File: src/sdd_cfg.svh
// constants for the split-channel dma redirect bridge
//
// Contract
// - distributed-channel host read is retried, then the PCI bus is requested.
// - with the grant, I/O reads go to peripherals and the local core.
// - peripheral read data is merged with local core contents (code merges status reads only; other reads return the peripheral data alone).
// - the repeated read completes with the merged value.
// - distributed write is retried, bus acquired, I/O writes issued.
// - written values derive from host data; repeated write completes normally.
// - peripheral address: bits 31:16 zero, bits 15:6 from base pointer.
// - base pointer at 92h for channels 0-3, 94h for 5-7.
// - address bits 5:4 are the channel number modulo four.
// - address low byte index 0h, high byte index 1h, by flip-flop.
// - page register accesses map to index 2h regardless of flip-flop.
// - word count low byte index 4h, high byte index 5h.
// - command/status 8h, request 9h, mode Bh, master clear Dh, all-masks Fh.
// - single mask writes channel's index Fh with bit 0 from data bit 2.
// - clear-mask writes 0h to index Fh of each distributed channel.
// - other DMA register accesses are retried while a sequence runs.
// - distributed channels are selected by configuration space bits.
// - channel 4 is never distributed.
`ifndef SDD_CFG_SVH
`define SDD_CFG_SVH

`define SDD_CFG_BASE_LO     8'h92
`define SDD_CFG_BASE_HI     8'h94
`define SDD_CFG_RESET       16'h0000
`define SDD_BASE_MSB        15
`define SDD_BASE_LSB        6
`define SDD_EN_LO_MSB       3
`define SDD_EN_HI_MSB       3
`define SDD_EN_HI_LSB       1

`define SDD_IDX_ADDR_LO     4'h0
`define SDD_IDX_ADDR_HI     4'h1
`define SDD_IDX_PAGE        4'h2
`define SDD_IDX_COUNT_LO    4'h4
`define SDD_IDX_COUNT_HI    4'h5
`define SDD_IDX_CMD         4'h8
`define SDD_IDX_REQ         4'h9
`define SDD_IDX_MODE        4'hB
`define SDD_IDX_MCLR        4'hD
`define SDD_IDX_ALLMASK     4'hF

`define SDD_SMASK_DATA_BIT  2
`define SDD_STATUS_MASK     8'h11

`endif

File: src/sdd_pkg.sv
// types shared by the split-channel dma redirect bridge
package sdd_pkg;
  typedef enum logic [3:0] {
    SDD_K_ADDR, SDD_K_COUNT, SDD_K_PAGE, SDD_K_CMD, SDD_K_REQ, SDD_K_MODE,
    SDD_K_MCLR, SDD_K_ALLMASK, SDD_K_SMASK, SDD_K_CLRMASK, SDD_K_LOCAL
  } sdd_kind_t;

  typedef enum {
    SDD_IDLE, SDD_DIRECT, SDD_FINISH, SDD_BUS_REQ, SDD_PERIPH, SDD_LOCAL, SDD_READY
  } sdd_state_t;
endpackage

File: src/sdd_addr.sv
// peripheral I/O address builder
`include "sdd_cfg.svh"
module sdd_addr
  import sdd_pkg::*;
(
  input  wire logic [15:0] base_lo_in,
  input  wire logic [15:0] base_hi_in,
  input  wire logic        ctl_hi_in,
  input  wire logic [1:0]  slot_in,
  input  wire logic [3:0]  index_in,
  output logic      [31:0] addr_out
);
  logic [15:0] base;

  assign base = ctl_hi_in ? base_hi_in : base_lo_in;
  assign addr_out = {16'h0000,
                     base[`SDD_BASE_MSB:`SDD_BASE_LSB],
                     slot_in,
                     index_in};
endmodule

File: src/sdd_bridge.sv
// split-channel dma redirect bridge: retry, peripheral cycles, merge, completion
`include "sdd_cfg.svh"
module sdd_bridge
  import sdd_pkg::*;
(
  input  wire logic        clk_sys_in,
  input  wire logic        rst_in,
  input  wire logic        ce_in,
  // host target side, legacy dma register accesses
  input  wire logic        tgt_req_in,
  input  wire logic        tgt_write_in,
  input  wire logic [7:0]  tgt_addr_in,
  input  wire logic [7:0]  tgt_wdata_in,
  output logic      [7:0]  tgt_rdata_out,
  output logic             tgt_done_out,
  output logic             tgt_retry_out,
  // configuration space
  input  wire logic        cfg_wr_in,
  input  wire logic        cfg_rd_in,
  input  wire logic [7:0]  cfg_addr_in,
  input  wire logic [15:0] cfg_wdata_in,
  output logic      [15:0] cfg_rdata_out,
  // local dma core
  output logic             core_req_out,
  output logic             core_write_out,
  output logic      [7:0]  core_addr_out,
  output logic      [7:0]  core_wdata_out,
  input  wire logic [7:0]  core_rdata_in,
  input  wire logic        core_ack_in,
  input  wire logic        core_ff_in,
  // PCI master side
  output logic             pci_req_out,
  input  wire logic        pci_gnt_in,
  output logic             io_req_out,
  output logic             io_write_out,
  output logic      [31:0] io_addr_out,
  output logic      [7:0]  io_wdata_out,
  input  wire logic [7:0]  io_rdata_in,
  input  wire logic        io_ack_in
);
  sdd_state_t  state;
  logic [15:0] base_lo;
  logic [15:0] base_hi;
  logic [7:0]  dist_vec;

  sdd_kind_t   dec_kind;
  logic [2:0]  dec_chan;
  logic        dec_ctl;
  logic [3:0]  dec_mask;
  logic        dec_dist;

  logic        pend_write;
  logic [7:0]  pend_addr;
  logic [7:0]  pend_wdata;
  sdd_kind_t   pend_kind;
  logic        pend_ctl;
  logic        pend_ff;
  logic [3:0]  pend_mask;
  logic [1:0]  cur_slot;
  logic [7:0]  merge_acc;
  logic [7:0]  rdata;

  logic [3:0]  launch_mask;
  logic [1:0]  launch_slot;
  logic [3:0]  launch_index;
  logic [7:0]  launch_wdata;
  logic [31:0] launch_addr;
  logic        match;
  logic        take;
  logic [3:0]  slots_all;

  function automatic logic [1:0] sdd_lowest(input logic [3:0] m);
    logic [1:0] r;
    r = 2'h0;
    for (int i = 3; i >= 0; i--) begin
      if (m[i]) begin
        r = i[1:0];
      end
    end
    return r;
  endfunction

  // channel 4 slot forced off
  assign dist_vec = {base_hi[`SDD_EN_HI_MSB:`SDD_EN_HI_LSB], 1'b0,
                     base_lo[`SDD_EN_LO_MSB:0]};

  // slots that are distributed for the captured controller
  assign slots_all = pend_ctl ? dist_vec[7:4] : dist_vec[3:0];

  // configuration registers
  always_ff @(posedge clk_sys_in) begin
    if (rst_in) begin
      base_lo <= `SDD_CFG_RESET;
      base_hi <= `SDD_CFG_RESET;
    end else if (ce_in && cfg_wr_in) begin
      if (cfg_addr_in == `SDD_CFG_BASE_LO) begin
        base_lo <= cfg_wdata_in;
      end
      if (cfg_addr_in == `SDD_CFG_BASE_HI) begin
        base_hi <= cfg_wdata_in;
      end
    end
  end

  always_ff @(posedge clk_sys_in) begin
    if (rst_in) begin
      cfg_rdata_out <= 16'h0000;
    end else if (ce_in && cfg_rd_in) begin
      case (cfg_addr_in)
        `SDD_CFG_BASE_LO: cfg_rdata_out <= base_lo;
        `SDD_CFG_BASE_HI: cfg_rdata_out <= base_hi;
        default:          cfg_rdata_out <= 16'h0000;
      endcase
    end
  end

  // legacy address decode
  always_comb begin
    dec_kind = SDD_K_LOCAL;
    dec_chan = 3'h0;
    case (tgt_addr_in) inside
      [8'h00:8'h07]: begin
        dec_kind = tgt_addr_in[0] ? SDD_K_COUNT : SDD_K_ADDR;
        dec_chan = {1'b0, tgt_addr_in[2:1]};
      end
      [8'hC0:8'hCF]: begin
        dec_kind = tgt_addr_in[1] ? SDD_K_COUNT : SDD_K_ADDR;
        dec_chan = {1'b1, tgt_addr_in[3:2]};
      end
      8'h87: begin dec_kind = SDD_K_PAGE; dec_chan = 3'h0; end
      8'h83: begin dec_kind = SDD_K_PAGE; dec_chan = 3'h1; end
      8'h81: begin dec_kind = SDD_K_PAGE; dec_chan = 3'h2; end
      8'h82: begin dec_kind = SDD_K_PAGE; dec_chan = 3'h3; end
      8'h8B: begin dec_kind = SDD_K_PAGE; dec_chan = 3'h5; end
      8'h89: begin dec_kind = SDD_K_PAGE; dec_chan = 3'h6; end
      8'h8A: begin dec_kind = SDD_K_PAGE; dec_chan = 3'h7; end
      8'h08, 8'hD0: begin dec_kind = SDD_K_CMD; end
      8'h09, 8'hD2: begin dec_kind = SDD_K_REQ; end
      8'h0A, 8'hD4: begin dec_kind = SDD_K_SMASK; end
      8'h0B, 8'hD6: begin dec_kind = SDD_K_MODE; end
      8'h0D, 8'hDA: begin dec_kind = SDD_K_MCLR; end
      8'h0E, 8'hDC: begin dec_kind = SDD_K_CLRMASK; end
      8'h0F, 8'hDE: begin dec_kind = SDD_K_ALLMASK; end
      default: begin dec_kind = SDD_K_LOCAL; end
    endcase
  end

  assign dec_ctl = (dec_kind == SDD_K_ADDR || dec_kind == SDD_K_COUNT ||
                    dec_kind == SDD_K_PAGE) ? dec_chan[2] : tgt_addr_in[7];

  // which channel slots of the controller take a peripheral cycle
  always_comb begin
    dec_mask = 4'h0;
    case (dec_kind)
      SDD_K_ADDR, SDD_K_COUNT, SDD_K_PAGE: begin
        dec_mask[dec_chan[1:0]] = dist_vec[dec_chan];
      end
      SDD_K_CMD: begin
        dec_mask = dec_ctl ? dist_vec[7:4] : dist_vec[3:0];
      end
      SDD_K_REQ, SDD_K_MODE, SDD_K_SMASK: begin
        if (tgt_write_in) begin
          dec_mask[tgt_wdata_in[1:0]] = dist_vec[{dec_ctl, tgt_wdata_in[1:0]}];
        end
      end
      SDD_K_MCLR, SDD_K_ALLMASK, SDD_K_CLRMASK: begin
        if (tgt_write_in) begin
          dec_mask = dec_ctl ? dist_vec[7:4] : dist_vec[3:0];
        end
      end
      default: dec_mask = 4'h0;
    endcase
  end

  assign dec_dist = |dec_mask;
  assign match = (tgt_addr_in == pend_addr) && (tgt_write_in == pend_write);
  assign take = ce_in && tgt_req_in && (state == SDD_IDLE);

  // host answers
  always_comb begin
    tgt_retry_out = 1'b0;
    tgt_done_out = 1'b0;
    if (ce_in && tgt_req_in) begin
      case (state)
        SDD_IDLE:   tgt_retry_out = dec_dist;
        SDD_FINISH: tgt_done_out = 1'b1;
        SDD_READY: begin
          tgt_done_out = match;
          tgt_retry_out = !match;
        end
        SDD_BUS_REQ, SDD_PERIPH, SDD_LOCAL: tgt_retry_out = 1'b1;
        default: begin
          tgt_retry_out = 1'b0;
          tgt_done_out = 1'b0;
        end
      endcase
    end
  end

  assign tgt_rdata_out = rdata;

  // next peripheral cycle
  assign launch_mask = (state == SDD_PERIPH) ? (pend_mask & ~(4'h1 << cur_slot)) : pend_mask;
  assign launch_slot = sdd_lowest(launch_mask);

  always_comb begin
    case (pend_kind)
      SDD_K_ADDR:    launch_index = pend_ff ? `SDD_IDX_ADDR_HI : `SDD_IDX_ADDR_LO;
      SDD_K_COUNT:   launch_index = pend_ff ? `SDD_IDX_COUNT_HI : `SDD_IDX_COUNT_LO;
      SDD_K_PAGE:    launch_index = `SDD_IDX_PAGE;
      SDD_K_CMD:     launch_index = `SDD_IDX_CMD;
      SDD_K_REQ:     launch_index = `SDD_IDX_REQ;
      SDD_K_MODE:    launch_index = `SDD_IDX_MODE;
      SDD_K_MCLR:    launch_index = `SDD_IDX_MCLR;
      default:       launch_index = `SDD_IDX_ALLMASK;
    endcase
  end

  // peripheral write data from the host's original data, zero for clear-mask
  always_comb begin
    case (pend_kind)
      SDD_K_ALLMASK: launch_wdata = {7'h00, pend_wdata[launch_slot]};
      SDD_K_SMASK:   launch_wdata = {7'h00, pend_wdata[`SDD_SMASK_DATA_BIT]};
      SDD_K_CLRMASK: launch_wdata = 8'h00;
      default:       launch_wdata = pend_wdata;
    endcase
  end

  sdd_addr u_addr (
    .base_lo_in (base_lo),
    .base_hi_in (base_hi),
    .ctl_hi_in  (pend_ctl),
    .slot_in    (launch_slot),
    .index_in   (launch_index),
    .addr_out   (launch_addr)
  );

  // sequencer
  always_ff @(posedge clk_sys_in) begin
    if (rst_in) begin
      state <= SDD_IDLE;
    end else if (ce_in) begin
      case (state)
        SDD_IDLE: begin
          if (tgt_req_in) begin
            state <= dec_dist ? SDD_BUS_REQ : SDD_DIRECT;
          end
        end
        SDD_DIRECT: begin
          if (core_ack_in) begin
            state <= SDD_FINISH;
          end
        end
        SDD_FINISH: begin
          if (tgt_req_in) begin
            state <= SDD_IDLE;
          end
        end
        SDD_BUS_REQ: begin
          if (pci_gnt_in) begin
            state <= SDD_PERIPH;
          end
        end
        SDD_PERIPH: begin
          if (io_ack_in && launch_mask == 4'h0) begin
            state <= SDD_LOCAL;
          end
        end
        SDD_LOCAL: begin
          if (core_ack_in) begin
            state <= SDD_READY;
          end
        end
        SDD_READY: begin
          if (tgt_req_in && match) begin
            state <= SDD_IDLE;
          end
        end
        default: state <= SDD_IDLE;
      endcase
    end
  end

  // captured host access
  always_ff @(posedge clk_sys_in) begin
    if (rst_in) begin
      pend_write <= 1'b0;
      pend_addr <= 8'h00;
      pend_wdata <= 8'h00;
      pend_kind <= SDD_K_LOCAL;
      pend_ctl <= 1'b0;
      pend_ff <= 1'b0;
    end else if (take) begin
      pend_write <= tgt_write_in;
      pend_addr <= tgt_addr_in;
      pend_wdata <= tgt_wdata_in;
      pend_kind <= dec_kind;
      pend_ctl <= dec_ctl;
      pend_ff <= core_ff_in;
    end
  end

  // outstanding channel slots and peripheral cycle registers
  always_ff @(posedge clk_sys_in) begin
    if (rst_in) begin
      pend_mask <= 4'h0;
      cur_slot <= 2'h0;
      io_addr_out <= 32'h0000_0000;
      io_wdata_out <= 8'h00;
    end else if (ce_in) begin
      if (take) begin
        pend_mask <= dec_mask;
      end else if ((state == SDD_BUS_REQ && pci_gnt_in) ||
                   (state == SDD_PERIPH && io_ack_in)) begin
        pend_mask <= launch_mask;
        cur_slot <= launch_slot;
        io_addr_out <= launch_addr;
        io_wdata_out <= launch_wdata;
      end
    end
  end

  assign pci_req_out = (state == SDD_BUS_REQ) || (state == SDD_PERIPH);
  assign io_req_out = (state == SDD_PERIPH);
  assign io_write_out = pend_write;

  assign core_req_out = (state == SDD_DIRECT) || (state == SDD_LOCAL);
  assign core_write_out = pend_write;
  assign core_addr_out = pend_addr;
  assign core_wdata_out = pend_wdata;

  // read merge
  always_ff @(posedge clk_sys_in) begin
    if (rst_in) begin
      merge_acc <= 8'h00;
      rdata <= 8'h00;
    end else if (ce_in) begin
      if (take) begin
        merge_acc <= 8'h00;
      end else if (state == SDD_PERIPH && io_ack_in && !pend_write) begin
        if (pend_kind == SDD_K_CMD) begin
          merge_acc <= merge_acc | (io_rdata_in & (`SDD_STATUS_MASK << cur_slot));
        end else begin
          merge_acc <= io_rdata_in;
        end
      end
      if (core_ack_in && state == SDD_DIRECT) begin
        rdata <= core_rdata_in;
      end else if (core_ack_in && state == SDD_LOCAL) begin
        if (pend_kind == SDD_K_CMD) begin
          rdata <= (core_rdata_in & ~({4'h0, slots_all} |
                    ({slots_all, 4'h0}))) | merge_acc;
        end else begin
          rdata <= merge_acc;
        end
      end
    end
  end
endmodule

File: config.mk
export PLATFORM = sky130hd
export DESIGN_NAME = sdd_bridge
export DESIGN_NICKNAME = d
export VERILOG_FILES = /design/src/sdd_pkg.sv /design/src/sdd_addr.sv /design/src/sdd_bridge.sv
export VERILOG_INCLUDE_DIRS = /design/src
export SDC_FILE = /design/constraint.sdc
export NUM_CORES = 1
export LEC_CHECK = 0
export BUFFER_PORTS_ARGS = -buffer_cell sky130_fd_sc_hd__buf_2
export CAP_MARGIN = 20
export CORE_UTILIZATION = 53
export DETAILED_ROUTE_END_ITERATION = 6
export PLACE_DENSITY_LB_ADDON = 0.3
export RECOVER_POWER = 100
export SYNTH_ARGS = -nofsm -noshare
export SYNTH_HDL_FRONTEND = slang
export SYNTH_SLANG_ARGS = --single-unit
File: constraint.sdc
create_clock -name clk_sys_in -period 7.2 [get_ports clk_sys_in]
set_input_delay 2.16 -clock clk_sys_in [delete_from_list [all_inputs] [get_ports clk_sys_in]]
set_output_delay 2.16 -clock clk_sys_in [all_outputs]
set_load 0.03 [all_outputs]
==> summary by stage, run 1 <==
Status
The flow ran to the end, and the final reports show no timing, DRC or antenna violations.

Pwr
Summed over all cells, the static leakage comes to 2.42 nW. In this run the power density over the cells is 239 mW/mm2. IR analysis of the VDD net gives a maximum drop of 118 uV.

Synth
The predominant post-synthesis flop cell is sky130_fd_sc_hd__dfxtp_1. The cell count after synthesis is 735. Of the post-synthesis cell area, the dominant cell type holds 0.404.

In the post-synthesis netlist, the cell with the most instances is sky130_fd_sc_hd__nand2_1. Ranked by instance count, the synthesized netlist is headed by sky130_fd_sc_hd__nand2_1, sky130_fd_sc_hd__dfxtp_1, sky130_fd_sc_hd__a21oi_1. The synthesized design contains 118 register bits. The share of the Yosys chip area taken by registers is 0.404. In this run the cell area of the synthesized design comes to 0.00585 mm2.

Sorting the synthesized cells by area gives the leading types as sky130_fd_sc_hd__dfxtp_1, sky130_fd_sc_hd__nand2_1, sky130_fd_sc_hd__a21oi_1. The biggest area contributor in the post-synthesis netlist is sky130_fd_sc_hd__dfxtp_1. The count of flip-flops with a built-in enable after synthesis is 0. A synthesized cell averages 7.95 um2. The synthesized netlist contains 70 unique library cells. The count of warnings emitted by yosys is 0. The share of async-settable or async-resettable flops after synthesis is 0.

GRT
The residual overflow from global routing is 0. The number of antenna violations at the first check in global routing was 0. The maximum number of pins on one net before global-route repair is 71. The global-route wire length before repair is 25.5 mm. For this run, the total global-route usage over all layers was measured as 0.285. The via count of the first global-routing pass is 5206.

Final layout
For this run, the number of standard cells in the final layout without fillers is 988. The final-stage net count is 906. Relative to the synthesized area, the layout overhead comes to 19.0%. With fillers left out, the area of the finished cells amounts to 0.00695 mm2. In the final layout, the share of cells above drive strength 1 is 0.146. The number of antenna diodes in the final layout is 0. The end-of-flow core utilization is 0.662.

Timing
Setup repair after global routing left no endpoint under its margin. The largest clock skew in the final design is 0.00987 ns. The slack of the critical path is 0.0921 ns. Of the available clock period, the critical path in the final layout requires 0.987. The max-slew violation count is 0. Setup violations remaining at the end of the flow were counted as 0.

Based on the critical path, the design can be clocked at up to 141 MHz. Counting I/O delays and the setup requirement, the final critical path takes 7.11 ns. The normalized max-slew margin is 0.275. At the pin with the least slew margin, the transition time is 1.09 ns. The total count of hold-check failures in the final report is 0. The post-route setup TNS is 0 ns.

CTS
The clock transition at the registers of the reported paths is 0.06 ns. The H-tree depth is 4. The clock latency reported for the late side of the worst-skew pair is 0.52 ns. The buffers inserted during post-CTS setup optimization is 0. In this run, post-CTS hold repair placed 0 buffers. Counting the buffers created by CTS gives 17. The clock tree from TritonCTS is built.

The maximum number of buffers from clock root to sink is 2. The cell sitting at the root of the clock tree is a sky130_fd_sc_hd__clkbuf_8. The clock net sink count is 118.

Detailed routing
For this block, the initial DRC count from the detailed router was 472. The length of routed met3 wiring is 1.18 mm. The routed layout has 5786 vias. The number of detailed-route iterations in the first pass is 6.

Wires add up to 16.3 mm. The post-route met1 wirelength is 7.16 mm. The final antenna-violating net count is 0. The remaining routing DRC violations is 0. The amount of wire on met2 after detailed routing is 7.62 mm.

The highest metal layer carrying signal wires in the routed design is met4. In the final routed layout, each cell accounts on average for 16.4 um. The average vias per placed instance is 5.86.

Worst hold path
The class of the tightest hold or removal check is register to register.

Floorplan
154 I/O pins were placed. The effective utilization at floorplan is 0.556. Measured along the x axis, the die boundary spans 107 um. The die covers 0.0115 mm2. The site row count is 37. The core area is 0.0105 mm2. In this run the vertical extent of the chip is 107 um.

Flow run
The tool flagged a number of max-cap violations equal to 0.

Worst setup path
Along the worst path, the maximum fanout reaches 8. The worst setup path is launched from an input pin. Data on the critical path arrives at its endpoint at 4.95 ns.

STA classifies the critical path endpoint as a primary output. For the worst setup path, the data required time is 5.04 ns. The class of the most critical setup path is input pin to primary output.

Place
The pre-CTS setup slack is 0.108 ns. The HPWL after detailed placement is 11.1 mm. The placement-stage cell area is 0.00649 mm2. The global placer's final weighted congestion is 0.911. The total of buffers placed on input and output ports is 137. The cell count after placement is 955.
-- what timing repair did --
| item | in CTS | in global routing |
|---|---|---|
| gates resized for setup | 0 | 3 |
| endpoints found under the hold margin | 0 | 0 |
| endpoints found under the setup margin | 0 | 1 |
-- metrics by stage --
step | total power, mW | hold slack [ns]
3_5_place_dp | 0.870 | 0.443
4_1_cts | 1.67 | 0.452
6_report | 1.66 | 0.453
2_1_floorplan | 0.822 | 0.436
5_1_grt | 1.72 | 0.476
3_3_place_gp | 0.863 | 0.434
-- per-layer routing --
metal	track usage	vias up
met5	0	-
met4	0.110	0
met3	0.0602	29
met2	0.451	251
met1	0.379	2703
li1	-	2803
-- cells in the final DEF (no fill, tap or decap), types with 5 or more instances in the layout --
cell / Yosys / routed
sky130_fd_sc_hd__buf_4: 18 / 5
sky130_fd_sc_hd__nand3_1: 18 / 18
sky130_fd_sc_hd__nor3_1: 10 / 10
sky130_fd_sc_hd__buf_2: 3 / 66
sky130_fd_sc_hd__clkbuf_16: 0 / 17
sky130_fd_sc_hd__mux2i_1: 22 / 22
sky130_fd_sc_hd__nor3b_1: 5 / 5
sky130_fd_sc_hd__nand2_1: 134 / 134
sky130_fd_sc_hd__o21ai_0: 16 / 17
sky130_fd_sc_hd__a21oi_1: 75 / 75
sky130_fd_sc_hd__xnor2_1: 8 / 8
sky130_fd_sc_hd__a22oi_1: 32 / 32
sky130_fd_sc_hd__o211ai_1: 5 / 5
sky130_fd_sc_hd__nand2b_1: 6 / 6
sky130_fd_sc_hd__inv_1: 12 / 12
sky130_fd_sc_hd__clkbuf_1: 52 / 76
sky130_fd_sc_hd__dfxtp_1: 118 / 118
sky130_fd_sc_hd__a211oi_1: 37 / 37
sky130_fd_sc_hd__o21a_1: 5 / 5
sky130_fd_sc_hd__conb_1: 1 / 16
sky130_fd_sc_hd__nor2_1: 65 / 65
-- logic make-up after synthesis --
logic type | Yosys count | synth area share
AO/OA/AOI/OAI | 213 | 0.243
XOR/XNOR | 10 | 0.0150
buffers and inverters | 89 | 0.0719
flip-flops | 118 | 0.404
multiplexers | 28 | 0.0531
other | 1 | 0.000642
AND/OR/NAND/NOR | 276 | 0.213
-- final timing paths --
check	cells past startpoint	to	slack (ns)	startpoint
max	11	tgt_retry_out	0.09	tgt_addr_in[7]
min	2	io_wdata_out[2]	0.45	io_wdata_out[2]
max reg2reg	9	pend_mask[1]	3.41	state[2]
min reg2reg	2	io_wdata_out[2]	0.45	io_wdata_out[2]
-- worst max-delay path, cell delays in order --
cell,delay [ns]
sky130_fd_sc_hd__buf_2,0.15
sky130_fd_sc_hd__or4b_4,0.56
sky130_fd_sc_hd__o32a_1,0.33
sky130_fd_sc_hd__o2111a_1,0.25
sky130_fd_sc_hd__o311a_2,0.47
sky130_fd_sc_hd__mux2i_4,0.23
sky130_fd_sc_hd__nor3_1,0.21
sky130_fd_sc_hd__a21oi_2,0.07
sky130_fd_sc_hd__nand4_1,0.11
sky130_fd_sc_hd__o2bb2ai_1,0.16
sky130_fd_sc_hd__buf_2,0.24
-- state kept, by name (all words and copies together), names as in the netlist, 8 cells and up --
| name | count |
|---|---|
| base_hi | 16 |
| base_lo | 16 |
| cfg_rdata_out | 16 |
| core_addr_out | 8 |
| core_wdata_out | 8 |
| io_addr_out | 15 |
| io_wdata_out | 8 |
| merge_acc | 8 |
| tgt_rdata_out | 8 |
-- where the power goes --
part	switching, mW	total [mW]	internal [mW]	leakage, nW
combinational	0.115	0.168	0.0526	1.19
clock	0.313	0.808	0.495	0.276
sequential	0.0180	0.686	0.668	0.956
total	0.446	1.66	1.22	2.42
-- final cells by class --
class	count	area, um2
clock inverter	14	151
inverter	12	45.0
sequential	118	2360
timing repair buffer	147	674
fill	932	3550
tap	136	170
clock buffer	18	418
multi-input combinational	543	3130
Power figures use the tool's default switching activity.
==> run 2, diff against run 1 <==
Settings changed: CORE_ASPECT_RATIO set to 0.5.
==> summary by stage, run 2 (same netlist as run 1, synthesis figures left out) <==
Final layout
The area added between synthesis and finish is 20.6%. The antenna diode count is 0 (unchanged). The final cell count without fillers is 990 (+0.20%). The final-stage net count came to 907 (+0.11%).

The library cells used most frequently in the layout, excluding fill and tap cells, are sky130_fd_sc_hd__nand2_1, sky130_fd_sc_hd__dfxtp_1, sky130_fd_sc_hd__clkbuf_1. The ratio of cells with drive above 1 in the final layout is 0.146 (+0.000342). The filler cell count in the final layout came to 928 (-0.43%). The largest registers in the layout are base_hi: 16 flops, base_lo: 16 flops, cfg_rdata_out: 16 flops. The library cell used most frequently in the layout, excluding fill and tap cells, is sky130_fd_sc_hd__nand2_1.

Pwr
The switching power as a share of total power is 0.235 (-0.0332). The internal power contribution is 1.35 mW (+11%). The proportion of power drawn by flip-flops and latches is 0.390 (-0.023). The total net switching power was 0.415 mW (-7.1%).

The areal power density over the cells is 250 mW/mm2 (+4.6%). The clock network fraction of design power was 0.516 (+0.030). The fraction of power consumed by combinational cells came to 0.095 (-0.006). The worst supply voltage drop on vdd is 175 uV (+48%). The static power due to leakage is 2.47 nW (+1.8%).

GRT
The via count of the first global-routing pass came to 5056 (-2.9%). The number of antenna violations at the first check in global routing is 0 (unchanged). The residual overflow from global routing is 0 (unchanged).

The maximum number of pins on one net before global-route repair came to 68 (-4.2%). The global-route usage over all layers is 0.273 (-0.0122). The global-route wire length before repair is 24.7 mm (-3.2%).

Floorplan
The die outline height came to 76.3 um (-29%). The horizontal extent of the die came to 151 um (+41%). The core area is 0.0105 mm2 (-0.32%). The effective utilization at floorplan was 0.558 (+0.00179). The site row count is 26 (-30%).

The floorplan die area is 0.0115 mm2 (+0.22%). The count of pins on the block boundary is 154 (unchanged).

Timing
The setup-violating endpoint count in the final report came to 0 (unchanged). The max-slew violation count came to 123 (+123). The slack of the critical path was 0.109 ns (+0.0165 ns). The achievable clock frequency was 141 MHz (+0.23%). The total count of hold-check failures in the final report is 0 (unchanged). The minimum clock period is 7.09 ns (-0.0165 ns). The slew of the pin with the lowest slew margin is 2.96 ns (+1.87 ns). The share of the cycle needed by the critical path after routing is 0.985 (-0.00230). The largest clock skew in the final design is 0.00924 ns (-0.000629 ns). Setup repair after global routing left no endpoint under its margin. The normalized max-slew margin is -0.974 (-1.25). The post-route setup TNS is 0 ns (unchanged).

Worst setup path
The kind of cell with the highest combined delay along the critical path is compound AO/OA/AOI/OAI gates. The cell that appears most often on the critical path is sky130_fd_sc_hd__buf_2. The critical path is of the input pin to primary output type. The most critical setup path has its startpoint at tgt_addr_in[7]. The number of buffer and inverter stages on the critical path was 2 (unchanged). The kind of capture point of the worst setup path is a primary output. The maximum cell stage delay along the critical path was 0.55 ns (about the same). The maximum fanout encountered on the critical timing path is 10 (+2). The data arrival at the endpoint of the critical path is 4.93 ns (-0.02 ns). Traced cell by cell, the critical path runs through buf_2 > or4b_4 > o32a_1 > o2111a_1 > o311a_1 > mux2i_4 > o221a_1 > nand4_1 > o2bb2ai_1 > buf_2. The startpoint class of the critical path is an input pin. In this run the critical register-to-register path is launched from state[2]. Among all stages on the critical path, the largest delay is contributed by sky130_fd_sc_hd__or4b_4. The critical path data required time came to 5.04 ns (about the same).

Status
The checks that failed: max-capacitance violations, max-slew violations. The flow ran to the end, but the final reports show violations.

Detailed routing
The final antenna-violating net count is 0 (unchanged). The remaining routing DRC violations was 0 (unchanged). The average vias per placed instance was 5.71 (-2.5%). The routed wire length per instance is 15.6 um (-5.1%). The number of design-rule violations left by the first detailed-router iteration came to 441 (-6.6%). The vias after detailed routing is 5651 (-2.3%).

The number of detailed-route iterations in the first pass is 5 (-1). The total length of routed wires came to 15.5 mm (-4.9%).

CTS
TritonCTS built the clock tree. The clock transition at the registers of the reported paths is 0.05 ns (about the same). The master cell of the clock root buffer is sky130_fd_sc_hd__clkbuf_16.

The clock net sink count came to 118 (unchanged). The maximum number of buffers from clock root to sink came to 2 (unchanged). The clock latency reported for the late side of the worst-skew pair was 0.40 ns (-0.12 ns). The post-cts hold buffer count came to 0 (unchanged). The clock buffer count from CTS came to 17 (unchanged). The H-tree depth was 4 (unchanged).

Place
The cell count after placement is 959 (+0.42%). The global placer's final weighted congestion is 0.860 (-5.6%). The pre-CTS setup slack was 0.122 ns (+0.0142 ns). The total of buffers placed on input and output ports is 137 (unchanged). The HPWL after detailed placement came to 10.5 mm (-5.6%).

Worst hold path
The startpoint identified for the worst hold timing path is io_wdata_out[5]. The min-delay analysis places its worst path in the category register to register.

Flow run
The number of max-cap violations is 2 (+2).
==> run 2: cell count changes in the layout (fill, tap and decap cells not counted), sizes merged <==
cell,delta
bufinv,+3
inv,-3
clkinv,-4
clkbuf,+1
clkinvlp,-1
buf,+2
==> run 2: layer usage <==
layer  vias to the layer above  routed length (um)  GRT usage
li1                       2812                   -          -
met1                      2640                6990      0.353
met2                       180                7280      0.442
met3                        19                 979     0.0653
met4                         0                 200     0.0929
met5                         -                   0          0
==> run 2: power by group through the flow <==
stage          registers [mW]  clock network [mW]  logic [mW]
3_3_place_gp            0.699                   0       0.166
5_1_grt                 0.689               0.953       0.182
3_5_place_dp            0.699                   0       0.167
4_1_cts                 0.686               0.919       0.168
2_1_floorplan           0.716                   0       0.107
6_report                0.687               0.909       0.167
==> run 2: path summary, 6_finish.rpt <==
path | to | slack [ns] | cells past startpoint
hold reg to reg | io_wdata_out[5] | 0.45 | 2
setup / recovery | tgt_retry_out | 0.11 | 10
setup reg to reg | pend_mask[3] | 3.91 | 8
hold / removal | io_wdata_out[5] | 0.45 | 2
==> run 2: final cells by class <==
type                            instances  area, um2  share of cell area
Multi-Input combinational cell        543       3150               0.446
Sequential cell                       118       2360               0.335
Timing Repair Buffer                  148        689              0.0978
Clock buffer                           20        457              0.0648
Clock inverter                          9        176              0.0250
Tap cell                              140        175              0.0248
Inverter                               12       45.0             0.00639
==> run 2: repair_timing <==
item | in CTS | in global routing
setup endpoints to repair | 0 | 1
gates resized for setup | 0 | 2
buffers inserted | 0 | 0
==> run 2: tightest hold or removal path, stage by stage (launching register included) <==
cell                      delay (ns)
sky130_fd_sc_hd__dfxtp_1        0.30
sky130_fd_sc_hd__nand2_1        0.05
sky130_fd_sc_hd__a21oi_1        0.05
==> run 2: through the flow <==
step | hold slack, ns | cell area (um2) | power (mW) | utilization
3_5_place_dp | 0.441 | 6470 | 0.866 | 0.618
5_1_grt | 0.472 | 7050 | 1.82 | 0.673
3_3_place_gp | 0.437 | 6470 | 0.864 | 0.618
4_1_cts | 0.449 | 7110 | 1.77 | 0.678
2_1_floorplan | 0.436 | 5900 | 0.822 | -
6_report | 0.450 | 7050 | 1.76 | 0.673
